<file path="src/aom_pkg.sv">
// constants shared by the angle output mapper: config word map, bus map,
// field positions, reset values and diagnostic band limits.
// assumes a 12-bit angle code that spans half a turn.
package aom_pkg;
  localparam int ADDR_W = 8;
  localparam int DATA_W = 32;
  localparam int ANG_W = 12;
  localparam int CFG_W = 16;
  localparam int CFG_WORDS = 16;
  localparam int IDX_W = 4;
  // config memory word indices
  localparam logic [IDX_W-1:0] IDX_SYS = 4'h0;
  localparam logic [IDX_W-1:0] IDX_ZERO = 4'h1;
  localparam logic [IDX_W-1:0] IDX_MAX = 4'h2;
  localparam logic [IDX_W-1:0] IDX_SW = 4'h3;
  localparam logic [IDX_W-1:0] IDX_UP = 4'h4;
  localparam logic [IDX_W-1:0] IDX_LO = 4'h5;
  localparam logic [IDX_W-1:0] IDX_GAIN = 4'h6;
  localparam logic [IDX_W-1:0] IDX_CUST0 = 4'h8;
  localparam int CUST_W = 12;
  // system settings bits and gain shift
  localparam int BIT_OUTSEL = 12;
  localparam int BIT_SLOPE = 13;
  localparam int BIT_LOCK = 15;
  localparam int GAIN_SHIFT = 12;
  // reset contents of the config memory
  localparam logic [CFG_W-1:0] RST_MAX = 16'h0FFF;
  localparam logic [CFG_W-1:0] RST_SW = 16'h0FFF;
  localparam logic [CFG_W-1:0] RST_UP = 16'h0E66;
  localparam logic [CFG_W-1:0] RST_LO = 16'h019A;
  localparam logic [CFG_W-1:0] RST_GAIN = 16'h1000;
  // bus byte addresses beyond the config window, and bus response codes
  localparam logic [ADDR_W-1:0] CFG_END = 8'h40;
  localparam logic [ADDR_W-1:0] OFS_STATUS = 8'h40;
  localparam logic [ADDR_W-1:0] OFS_MASK = 8'h44;
  localparam logic [ADDR_W-1:0] OFS_LIVE = 8'h48;
  localparam logic [1:0] RESP_OKAY = 2'h0;
  localparam logic [1:0] RESP_SLVERR = 2'h2;
  // event bits
  localparam int EV_W = 3;
  localparam int EV_SAMPLE = 0;
  localparam int EV_DIAG = 1;
  localparam int EV_REJECT = 2;
  // diagnostic band, percent of full scale, and derived codes
  localparam int DIAG_LO_PCT = 4;
  localparam int DIAG_HI_PCT = 96;
  localparam int FULL_SCALE = 4096;
  localparam logic [ANG_W-1:0] DIAG_LO_CODE = ANG_W'((DIAG_LO_PCT * FULL_SCALE + 99) / 100);
  localparam logic [ANG_W-1:0] DIAG_HI_CODE = ANG_W'((DIAG_HI_PCT * FULL_SCALE) / 100);
endpackage

</file>
<file path="src/aom_angle_output_mapper.sv">
// angle output mapper: zero offset, linear slope, clamping, diagnostic band,
// lockable config memory written by the one-wire decoder, AXI4-Lite slave.
// assumes angle samples and one-wire commands come from logic on sys_clk.
//
// Contract
// - output select 0 drives the analog level from the measured angle.
// - output select 1 hands the measured angle to the SENT framer; the code hands it the mapped output value instead.
// - the angle is mapped linearly with a positive or negative slope.
// - positive slope, angle above maximum and below switch angle gives the upper clamp.
// - positive slope, angle at or beyond the switch angle gives the lower clamp; the code gives it only when the angle is also above maximum.
// - negative slope swaps the upper and lower clamp levels.
// - analog codes below 4 or above 96 percent of supply flag a detected error.
// - the angle is taken relative to a programmable zero and wraps every half turn.
// - once the lock bit is set no config memory word can change.
// - eight customer words of 12 bits are kept in the config memory.
// - the config memory is written only through the one-wire port.
//
// Decided for this implementation: the AXI4-Lite slave port and the register addresses.
`timescale 1ns/1ps
`default_nettype none
module aom_angle_output_mapper #(
  parameter int ADDR_W = aom_pkg::ADDR_W
) (
  input wire logic sys_clk, // 25 MHz clock
  input wire logic resetn, // synchronous reset, low active
  input wire logic [aom_pkg::ANG_W-1:0] angleIn, // angle code, half turn
  input wire logic angleValid, // one pulse per computed angle
  input wire logic owiWrEn, // one-wire write strobe
  input wire logic [aom_pkg::IDX_W-1:0] owiAddr, // one-wire word index
  input wire logic [aom_pkg::CFG_W-1:0] owiWrData, // one-wire write data
  output logic [aom_pkg::CFG_W-1:0] owiRdData, // word at owiAddr
  output logic owiReject, // write refused, locked
  output logic [aom_pkg::ANG_W-1:0] dacCode, // analog level code
  output logic [aom_pkg::ANG_W-1:0] sentValue, // value for SENT framer
  output logic sentStrobe, // new sentValue
  output logic diagError, // analog code in diagnostic band
  output logic irq, // level interrupt
  input wire logic [ADDR_W-1:0] s_axi_awaddr, // write address
  input wire logic s_axi_awvalid, // write address valid
  output logic s_axi_awready, // write address ready
  input wire logic [aom_pkg::DATA_W-1:0] s_axi_wdata, // write data
  input wire logic [3:0] s_axi_wstrb, // byte strobes
  input wire logic s_axi_wvalid, // write data valid
  output logic s_axi_wready, // write data ready
  output logic [1:0] s_axi_bresp, // write response
  output logic s_axi_bvalid, // write response valid
  input wire logic s_axi_bready, // write response ready
  input wire logic [ADDR_W-1:0] s_axi_araddr, // read address
  input wire logic s_axi_arvalid, // read address valid
  output logic s_axi_arready, // read address ready
  output logic [aom_pkg::DATA_W-1:0] s_axi_rdata, // read data
  output logic [1:0] s_axi_rresp, // read response
  output logic s_axi_rvalid, // read data valid
  input wire logic s_axi_rready // read data ready
);
  typedef struct packed {
    logic [aom_pkg::CFG_WORDS-1:0][aom_pkg::CFG_W-1:0] cfg;
    logic [aom_pkg::ANG_W-1:0] relAngle;
    logic relValid;
    logic [aom_pkg::ANG_W-1:0] lastValue;
    logic [aom_pkg::ANG_W-1:0] dacCode;
    logic [aom_pkg::ANG_W-1:0] sentValue;
    logic sentStrobe;
    logic diagError;
    logic [aom_pkg::EV_W-1:0] status;
    logic [aom_pkg::EV_W-1:0] mask;
    logic irq;
    logic [aom_pkg::CFG_W-1:0] owiRdData;
    logic owiReject;
    logic awReady;
    logic wReady;
    logic awHave;
    logic wHave;
    logic [ADDR_W-1:0] awAddr;
    logic [aom_pkg::DATA_W-1:0] wData;
    logic [3:0] wStrb;
    logic bValid;
    logic [1:0] bResp;
    logic arReady;
    logic rValid;
    logic [aom_pkg::DATA_W-1:0] rData;
    logic [1:0] rResp;
  } aom_state_t;

  aom_state_t st;
  aom_state_t next_st;

  ////////////////////////////////////////////////////////////////////////////
  // angle to output value; out-of-range regions pick a clamp level
  function automatic logic [aom_pkg::ANG_W-1:0] mapAngle(
    input logic [aom_pkg::ANG_W-1:0] rel,
    input logic [aom_pkg::ANG_W-1:0] maxA,
    input logic [aom_pkg::ANG_W-1:0] swA,
    input logic [aom_pkg::ANG_W-1:0] up,
    input logic [aom_pkg::ANG_W-1:0] lo,
    input logic [aom_pkg::CFG_W-1:0] gain,
    input logic neg
  );
    logic [aom_pkg::ANG_W+aom_pkg::CFG_W-1:0] prod;
    logic [aom_pkg::ANG_W:0] scaled;
    logic [aom_pkg::ANG_W:0] sum;
    logic [aom_pkg::ANG_W:0] span;
    logic [aom_pkg::ANG_W-1:0] res;
    prod = {{aom_pkg::CFG_W{1'b0}}, rel} * {{aom_pkg::ANG_W{1'b0}}, gain};
    // large gains saturate instead of wrapping
    if (|prod[aom_pkg::ANG_W+aom_pkg::CFG_W-1:aom_pkg::GAIN_SHIFT+aom_pkg::ANG_W+1]) begin
      scaled = {(aom_pkg::ANG_W+1){1'b1}};
    end else begin
      scaled = prod[aom_pkg::GAIN_SHIFT +: aom_pkg::ANG_W+1];
    end
    sum = {1'b0, lo} + scaled;
    span = {1'b0, up} - {1'b0, lo};
    if (rel > maxA) begin
      if (rel < swA) begin
        res = neg ? lo : up;
      end else begin
        res = neg ? up : lo;
      end
    end else if (neg) begin
      res = (scaled > span) ? lo : (up - scaled[aom_pkg::ANG_W-1:0]);
    end else begin
      res = (sum > {1'b0, up}) ? up : sum[aom_pkg::ANG_W-1:0];
    end
    return res;
  endfunction

  // register byte address to config word index
  function automatic logic [aom_pkg::IDX_W-1:0] cfgIndex(input logic [ADDR_W-1:0] a);
    return a[aom_pkg::IDX_W+1:2];
  endfunction

  // config words are readable only; other words by address
  function automatic logic [aom_pkg::DATA_W-1:0] readWord(input aom_state_t s, input logic [ADDR_W-1:0] a);
    logic [aom_pkg::DATA_W-1:0] d;
    d = '0;
    if (a < aom_pkg::CFG_END) begin
      d[aom_pkg::CFG_W-1:0] = s.cfg[cfgIndex(a)];
    end else if (a == aom_pkg::OFS_STATUS) begin
      d[aom_pkg::EV_W-1:0] = s.status;
    end else if (a == aom_pkg::OFS_MASK) begin
      d[aom_pkg::EV_W-1:0] = s.mask;
    end else if (a == aom_pkg::OFS_LIVE) begin
      d[aom_pkg::ANG_W-1:0] = s.lastValue;
    end
    return d;
  endfunction

  function automatic logic addrKnown(input logic [ADDR_W-1:0] a);
    return (a < aom_pkg::CFG_END) || (a == aom_pkg::OFS_STATUS) || (a == aom_pkg::OFS_MASK) ||
           (a == aom_pkg::OFS_LIVE);
  endfunction

  ////////////////////////////////////////////////////////////////////////////
  // next state of the whole block
  always_comb begin
    logic [aom_pkg::EV_W-1:0] evt;
    logic [aom_pkg::EV_W-1:0] clr;
    logic outSel;
    logic [aom_pkg::ANG_W-1:0] val;
    evt = '0;
    clr = '0;
    val = '0;
    next_st = st;
    next_st.sentStrobe = 1'b0;
    next_st.owiReject = 1'b0;
    outSel = st.cfg[aom_pkg::IDX_SYS][aom_pkg::BIT_OUTSEL];
    // stage one: relative angle; the 12-bit difference wraps each half turn
    next_st.relValid = angleValid;
    if (angleValid) begin
      next_st.relAngle = angleIn - st.cfg[aom_pkg::IDX_ZERO][aom_pkg::ANG_W-1:0];
    end
    // stage two: every sample refreshes the selected output
    if (st.relValid) begin
      val = mapAngle(st.relAngle, st.cfg[aom_pkg::IDX_MAX][aom_pkg::ANG_W-1:0],
                     st.cfg[aom_pkg::IDX_SW][aom_pkg::ANG_W-1:0], st.cfg[aom_pkg::IDX_UP][aom_pkg::ANG_W-1:0],
                     st.cfg[aom_pkg::IDX_LO][aom_pkg::ANG_W-1:0], st.cfg[aom_pkg::IDX_GAIN],
                     st.cfg[aom_pkg::IDX_SYS][aom_pkg::BIT_SLOPE]);
      next_st.lastValue = val;
      evt[aom_pkg::EV_SAMPLE] = 1'b1;
      if (outSel) begin
        next_st.sentValue = val;
        next_st.sentStrobe = 1'b1;
      end else begin
        next_st.dacCode = val;
      end
    end
    // diagnostic band only means something on the analog pin
    next_st.diagError = !outSel && ((next_st.dacCode < aom_pkg::DIAG_LO_CODE) ||
                                    (next_st.dacCode > aom_pkg::DIAG_HI_CODE));
    evt[aom_pkg::EV_DIAG] = next_st.diagError;
    // one-wire access is the only write path into config memory
    next_st.owiRdData = st.cfg[owiAddr];
    if (owiWrEn) begin
      if (st.cfg[aom_pkg::IDX_SYS][aom_pkg::BIT_LOCK]) begin
        next_st.owiReject = 1'b1;
        evt[aom_pkg::EV_REJECT] = 1'b1;
      end else if (owiAddr >= aom_pkg::IDX_CUST0) begin
        next_st.cfg[owiAddr] = {{(aom_pkg::CFG_W-aom_pkg::CUST_W){1'b0}},
                                owiWrData[aom_pkg::CUST_W-1:0]};
      end else begin
        next_st.cfg[owiAddr] = owiWrData;
      end
    end
    // bus write channels, taken in either order
    if (st.bValid && s_axi_bready) begin
      next_st.bValid = 1'b0;
    end
    if (s_axi_awvalid && st.awReady) begin
      next_st.awHave = 1'b1;
      next_st.awReady = 1'b0;
      next_st.awAddr = s_axi_awaddr;
    end
    if (s_axi_wvalid && st.wReady) begin
      next_st.wHave = 1'b1;
      next_st.wReady = 1'b0;
      next_st.wData = s_axi_wdata;
      next_st.wStrb = s_axi_wstrb;
    end
    if (st.awHave && st.wHave && !st.bValid) begin
      next_st.awHave = 1'b0;
      next_st.wHave = 1'b0;
      next_st.awReady = 1'b1;
      next_st.wReady = 1'b1;
      next_st.bValid = 1'b1;
      next_st.bResp = aom_pkg::RESP_OKAY;
      if (st.awAddr == aom_pkg::OFS_STATUS) begin
        clr = st.wStrb[0] ? st.wData[aom_pkg::EV_W-1:0] : '0;
      end else if (st.awAddr == aom_pkg::OFS_MASK) begin
        if (st.wStrb[0]) begin
          next_st.mask = st.wData[aom_pkg::EV_W-1:0];
        end
      end else begin
        // config words cannot be written from the bus
        next_st.bResp = aom_pkg::RESP_SLVERR;
      end
    end
    // new events win over a write-one-to-clear in the same cycle
    next_st.status = (st.status & ~clr) | evt;
    next_st.irq = |(next_st.status & next_st.mask);
    // bus read channel: one cycle from address to data
    if (st.rValid && s_axi_rready) begin
      next_st.rValid = 1'b0;
      next_st.arReady = 1'b1;
    end
    if (s_axi_arvalid && st.arReady) begin
      next_st.arReady = 1'b0;
      next_st.rValid = 1'b1;
      next_st.rData = readWord(st, s_axi_araddr);
      next_st.rResp = addrKnown(s_axi_araddr) ? aom_pkg::RESP_OKAY : aom_pkg::RESP_SLVERR;
    end
  end

  ////////////////////////////////////////////////////////////////////////////
  // state register with config defaults at reset
  always_ff @(posedge sys_clk) begin
    if (!resetn) begin
      st <= '0;
      st.cfg[aom_pkg::IDX_MAX] <= aom_pkg::RST_MAX;
      st.cfg[aom_pkg::IDX_SW] <= aom_pkg::RST_SW;
      st.cfg[aom_pkg::IDX_UP] <= aom_pkg::RST_UP;
      st.cfg[aom_pkg::IDX_LO] <= aom_pkg::RST_LO;
      st.cfg[aom_pkg::IDX_GAIN] <= aom_pkg::RST_GAIN;
      st.awReady <= 1'b1;
      st.wReady <= 1'b1;
      st.arReady <= 1'b1;
    end else begin
      st <= next_st;
    end
  end

  // outputs come straight from state flops
  assign owiRdData = st.owiRdData;
  assign owiReject = st.owiReject;
  assign dacCode = st.dacCode;
  assign sentValue = st.sentValue;
  assign sentStrobe = st.sentStrobe;
  assign diagError = st.diagError;
  assign irq = st.irq;
  assign s_axi_awready = st.awReady;
  assign s_axi_wready = st.wReady;
  assign s_axi_bresp = st.bResp;
  assign s_axi_bvalid = st.bValid;
  assign s_axi_arready = st.arReady;
  assign s_axi_rdata = st.rData;
  assign s_axi_rresp = st.rResp;
  assign s_axi_rvalid = st.rValid;

  logic slopeNeg;
  logic [aom_pkg::ANG_W-1:0] cMax;
  logic [aom_pkg::ANG_W-1:0] cSw;
  logic [aom_pkg::ANG_W-1:0] cUp;
  logic [aom_pkg::ANG_W-1:0] cLo;
  assign slopeNeg = st.cfg[aom_pkg::IDX_SYS][aom_pkg::BIT_SLOPE];
  assign cMax = st.cfg[aom_pkg::IDX_MAX][aom_pkg::ANG_W-1:0];
  assign cSw = st.cfg[aom_pkg::IDX_SW][aom_pkg::ANG_W-1:0];
  assign cUp = st.cfg[aom_pkg::IDX_UP][aom_pkg::ANG_W-1:0];
  assign cLo = st.cfg[aom_pkg::IDX_LO][aom_pkg::ANG_W-1:0];
endmodule
`default_nettype wire

</file>
<file path="config.mk">
export PLATFORM = sky130hd
export DESIGN_NAME = aom_angle_output_mapper
export DESIGN_NICKNAME = d
export VERILOG_FILES = /design/src/aom_pkg.sv /design/src/aom_angle_output_mapper.sv
export SDC_FILE = /design/constraint.sdc
export NUM_CORES = 2
export LEC_CHECK = 0
export ABC_AREA = 1
export BUFFER_PORTS_ARGS = -buffer_cell sky130_fd_sc_hd__buf_4
export CAP_MARGIN = 40
export CORE_MARGIN = 2
export CORE_UTILIZATION = 65
export DETAILED_ROUTE_END_ITERATION = 7
export GPL_TIMING_DRIVEN = 1
export PLACE_DENSITY = 0.85
export SYNTH_ARGS = -nofsm -noshare
export SYNTH_HDL_FRONTEND = slang
export SYNTH_SLANG_ARGS = --single-unit
</file>
<file path="constraint.sdc">
create_clock -name sys_clk -period 14.25 [get_ports sys_clk]
set_clock_uncertainty 0.15 [all_clocks]
set_input_delay 4.275 -clock sys_clk [delete_from_list [all_inputs] [get_ports sys_clk]]
set_output_delay 4.275 -clock sys_clk [all_outputs]
set_load 0.02 [all_outputs]
</file>
; ---- After elaboration in Yosys (flattened, before gate mapping)
; Index checks and enable logic that the tools add are counted.
[totals]
register_bits = 370
inputBits = 93
out_inout_bits = 85
elab_cells = 138
[classes]
addsub = 4
n_mul = 1
order_cmp = 11
n_eq_ne = 5
mux = 46
bitwise = 6
n_reduce_logical = 23
[ops]
columns = operator, n
row1 = bitwise mux 256 bit, 2
row2 = 2-to-1 mux 256 bit, 1
row3 = binary-select mux 16 bit (select 4 bit), 2
row4 = 2-to-1 mux 12 bit, 10
row5 = demux 16 bit (select 4 bit), 1
row6 = 2-to-1 mux 16 bit, 4
row7 = == test 8 x 7 -> 1 bit (second input constant), 5
row8 = 2-to-1 mux 13 bit, 3
row9 = 2-to-1 mux 36 bit, 1
row10 = 2-to-1 mux 3 bit, 10
row11 = multiplier 12 x 16 -> 28 bit, 1
row12 = 2-to-1 mux 25 bit, 1
row13 = subtractor 12 bit, 2
row14 = 2-to-1 mux 9 bit, 2
row15 = adder 12 x 13 -> 13 bit, 1
row16 = > comparator 13 x 12 -> 1 bit, 1
row17 = > comparator 13 bit, 1
row18 = subtractor 12 x 12 -> 13 bit, 1
row19 = > comparator 12 bit, 1
row20 = > comparator 12 bit (second input constant), 1
row21 = < comparator 12 bit, 1
row22 = < comparator 12 x 8 -> 1 bit (second input constant), 1
row23 = < comparator 4 x 5 -> 1 bit (second input constant), 2
row24 = logical AND 1 bit, 9
row25 = other kinds (16), 32

; ---- Depth between registers and ports, before layout
[depth]
ltp_word = 17
ltp_mapped = 65
depth_no_buf = 62

; ---- Worst setup path before layout
; No wires, ideal clock.
[synth_timing]
kind = reg2reg
from = register st[153] (netlist bit)
to = register st (netlist bit irq)
setup_ns = 0.117
arrival_ns = 9.151
required_time_ns = 13.983
slack_ns = 4.832
stages_incl_launch_ff = 56
synth_period_minus_slack_ns = 9.418
cell_sequence = dfxtp_1 clkbuf_1 clkbuf_1 nand2_1 fa_1 inv_1 fa_1 inv_1 fa_1 inv_1 fa_1 inv_1 fa_1 inv_1 ha_1 nand2_1 nor2_1 inv_1 [20 not listed] nand4_1 or4_1 nand2_1 clkbuf_1 nand3_1 nand3_1 nand3_1 nand3_1 nand2_1 nor2_1 nor2b_1 nand3_1 nand2_1 nand2_1 nand2_2 nand2_1 nand2_1 nand2_1
[synth_via]
elab_chain_len = 17
elab_cells_between_ends = 24
classes_between = add/sub (2) / mul (1) / order compare (6) / mux (9) / bitwise (2) / reduce/logical (4)
[synth_lines]
columns = item, line_no
row1 = "start, declared", aom_angle_output_mapper.sv:85  ; aom_state_t st;
row2 = "start signal, assigned", aom_angle_output_mapper.sv:267  ; st <= next_st;
row3 = multiplier 12 x 16 -> 28 bit, aom_angle_output_mapper.sv:104  ; prod = {{aom_pkg::CFG_W{1'b0}}, rel} * {{aom_pkg::ANG_W{1'b0}}, gain};
row4 = OR reduction 3 bit, aom_angle_output_mapper.sv:106  ; if (|prod[aom_pkg::ANG_W+aom_pkg::CFG_W-1:aom_pkg::GAIN_SHIFT+aom_pkg::ANG_W+1]) begin
row5 = 2-to-1 mux 13 bit, aom_angle_output_mapper.sv:106
row6 = 2-to-1 mux 13 bit, aom_angle_output_mapper.sv:173  ; if (st.relValid) begin
row7 = adder 12 x 13 -> 13 bit, aom_angle_output_mapper.sv:111  ; sum = {1'b0, lo} + scaled;
row8 = > comparator 13 x 12 -> 1 bit, aom_angle_output_mapper.sv:122  ; res = (sum > {1'b0, up}) ? up : sum[aom_pkg::ANG_W-1:0];
row9 = 2-to-1 mux 12 bit, aom_angle_output_mapper.sv:122
row10 = 2-to-1 mux 12 bit, aom_angle_output_mapper.sv:119  ; end else if (neg) begin
row11 = 2-to-1 mux 12 bit (*), aom_angle_output_mapper.sv:113  ; if (rel > maxA) begin
row12 = 2-to-1 mux 12 bit (*), aom_angle_output_mapper.sv:180  ; if (outSel) begin
row13 = 2-to-1 mux 25 bit (*), aom_angle_output_mapper.sv:173
row14 = < comparator 12 x 8 -> 1 bit / > comparator 12 bit (equally long branches), "aom_angle_output_mapper.sv:188, aom_angle_output_mapper.sv:189"
row15 = logical OR 1 bit (*), aom_angle_output_mapper.sv:188  ; next_st.diagError = !outSel && ((next_st.dacCode < aom_pkg::DIAG_LO_CODE) ||
row16 = logical AND 1 bit (*), aom_angle_output_mapper.sv:188
row17 = bitwise OR 3 bit (*), aom_angle_output_mapper.sv:238  ; next_st.status = (st.status & ~clr) | evt;
row18 = bitwise AND 3 bit (*), aom_angle_output_mapper.sv:239  ; next_st.irq = |(next_st.status & next_st.mask);
row19 = OR reduction 3 bit (*), aom_angle_output_mapper.sv:239
; Every way passes the cells marked *; elsewhere a longest branch is shown, timed or not. The select of a mux whose other input is x is not followed.
; A chain may end at the register's enable or synchronous reset.

; ---- Worst setup path in the final report
; Same ends and word-level chain as after synthesis.

==> impl_results.md <==
- Routed vias/inst: 6.15
- Gate count after technology mapping: 3798
- Most frequent cells in the layout: inv_1, nand2_1, o21ai_0
- PortBufs: 127
- CP arrival: 11.50 ns
- Max_slew headroom: 33.4%
- Antenna-violating nets left: 0
- Synth Area in XOR/XNOR: 1.59%
- CTS tree: built
- Dpl hpwl: 58000 µm
- Global Route Usage Sum: 37.4%
- Share of layout cells above drive strength 1: 6.65%
- Crit path kind: reg -> reg
- CTS resizes: 0
- Clk_lat worst skew: 0.55 ns
- DRT iter0 DRCs: 3313
- Sequential element share of the synthesized area: 27.3%
- Layout area overhead: 6.95%
- Final hold violation count: 0
- Final setup viols: 0
- Crit end category: flop
- Largest family of logic cells by synthesized area: compound AO/OA/AOI/OAI gates
- EDFF count, synth: 0
- Layout Cells excl Fill: 4278
- Register area: 0.00737 mm²
- H-tree depth: 2
- Synth Area in Simple Gates: 15.3%
- Clock power frac: 36.3%
- Final Critical Period: 11.17 ns
- Die H: 208 µm
- Total wire length: 83200 µm
- Worst-Margin Slew: 0.998 ns
- CTS Sinks: 368
- Die area: 0.0431 mm²
- Initial antenna violation count: 3
- Synth Flop Type: dfxtp_1
- Multiplexer share of the synthesized area: 0.0742%
- DRC viols: 4
- CP peak stage delay: 0.98 ns
- Worst Path Max Fanout: 19
- Clock-pin slew on the worst setup and hold paths: 0.06 ns
- Pint: 1.84 mW
- Most common cell after layout, fill and taps aside: inv_1
- Largest net degree at the start of global routing: 89
- Critical path's slowest cell: dfxtp_1
- Status: complete, but fails checks
- Final period util: 78.4%
- P_leak: 13.6 nW
- Nets@finish: 4111
- Layout fillers: 3258
- Post-CTS Setup Inserts: 0
- PwrDens: 95.0 mW/mm²
- Switch Pwr: 0.896 mW
- Crit-path most repeated cell: nand2_1
- Syn Area/Cell: 7.10 µm²
- Number of synthesized register bits: 368
- CP Launch Type: flop
- Post-synthesis adder-cell area fraction: 17.9%
- Vias in the first global route: 24673
- Effective utilization at floorplan: 65.9%
- VDD IR-drop max: 104 µV
- Area of the multi-input gates: 0.0157 mm²
- Seq pwr share: 40.4%
- Post-synth top area share: 27.3%
- Inst Count DP: 4209
- HP Class: reg -> reg
- Combinational Power Share: 23.2%
- Failing checks: design-rule violations
- CTS Root Cell: clkbuf_16
- Max-cap viol count: 0
- DR WL/cell: 19.5 µm
- FP Rows: 74
- Fmax: 89.6 MHz
- Die W: 208 µm
- Core area: 0.0409 mm²
- Final Slew Violations: 0
- Cell taking the most area after synthesis: dfxtp_1
- Hold-fix buffers, CTS: 0
- First-pass GRT wire length: 130000 µm
- Number of buffers created by CTS: 37
- Gr ovfl total: 0
- Drt first pass iters: 8
- Sw Ratio: 32.7%
- Number of flip-flops in the largest register: 252
- Synth top area cells: dfxtp_1, fa_1, inv_1
- Setup TNS: 0 ns
- IO Count: 178
- Clock buffer depth: 3
- Cell Area, Synth: 0.0270 mm²
- Async SR Flop Fraction: 0%
- GP Congestion: 1.07
- Compound-cell area share of the yosys netlist: 22.9%
- Worst Path Required: 14.58 ns
- Top reg by flops: st
- Post-synth cell types: 55
- Vias post-DR: 26303
- Synth warn: 0
- Setup repair after global routing missed its margin: false
[power by group through the flow]
stage          logic [mW]  clock network (mW)  registers, mW
2_1_floorplan       0.455                   0           1.10
3_3_place_gp        0.592                   0           1.13
3_5_place_dp        0.608                   0           1.13
4_1_cts             0.613               0.992           1.11
5_1_grt             0.696                1.04           1.11
6_report            0.637               0.996           1.11
[worst max-delay path: cells and delay by family, from the launching register on]
family                   cells  cell delay (ns)
AND/OR/NAND/NOR             31             4.12
adder cells (fa/ha/maj)      9             3.87
AO/OA/AOI/OAI                4             1.07
flip-flops                   1             0.98
buffers and inverters       10             0.68
XOR/XNOR                     1             0.18
[synth_stat cells, types with 77 or more instances]
| library cell | instances |
|---|---|
| ha_1 | 157 |
| o22ai_1 | 101 |
| inv_1 | 687 |
| clkbuf_1 | 207 |
| nor2_1 | 211 |
| nand3_1 | 122 |
| dfxtp_1 | 368 |
| o221ai_1 | 77 |
| nand2_1 | 604 |
| a21oi_1 | 359 |
| fa_1 | 143 |
| o21ai_0 | 403 |
| buf_4 | 77 |
[stage by stage]
step | utilization [%] | cell area, µm² | hold slack, ns | power [mW] | setup WS [ns]
after floorplan | - | 27000 | 0.279 | 1.56 | 4.83
after detailed placement | 67.4 | 27600 | 0.295 | 1.74 | 3.29
after CTS | 70.4 | 28800 | 0.305 | 2.71 | 3.21
after global placement | 67.0 | 27400 | 0.291 | 1.72 | 3.44
final | 70.5 | 28800 | 0.303 | 2.74 | 3.08
after global routing | 70.5 | 28800 | 0.323 | 2.84 | 2.20
[path summary, 6_finish.rpt]
| check | from | endpoint | slack [ns] | cells after the start |
|---|---|---|---|---|
| min reg2reg | st[321] | st[321] | 0.30 | 2 |
| min | st[321] | st[321] | 0.30 | 2 |
| max reg2reg | st[153] | irq | 3.08 | 55 |
| max | st[153] | irq | 3.08 | 55 |
[area by class of cell]
class	instances	area share [%]
clock inverter	15	0.633
sequential	368	25.5
timing repair buffer	161	4.59
clock buffer	51	3.60
multi-input combinational	2456	54.3
inverter	694	9.03
antenna	1	0.00867
tap	532	2.31
[logic make-up after synthesis]
| family | after synthesis |
|---|---|
| other cells | 1 |
| flops | 368 |
| buf+inv | 991 |
| fa+ha+maj | 300 |
| compound gates | 1080 |
| mux | 2 |
| simple gates | 1007 |
| xor+xnor | 49 |
[routing by layer]
| layer | track usage (%) | wire [µm] | vias to the layer above | part of all wire (%) |
|---|---|---|---|---|
| met5 | 0 | 13 | - | 0.016 |
| met4 | 16.9 | 3930 | 2 | 4.7 |
| met3 | 10.1 | 11400 | 326 | 14 |
| met2 | 56.2 | 35600 | 1849 | 43 |
| met1 | 50.4 | 32300 | 11952 | 39 |
| li1 | - | - | 12174 | - |
Note: power is estimated with default switching activity, not from simulation.
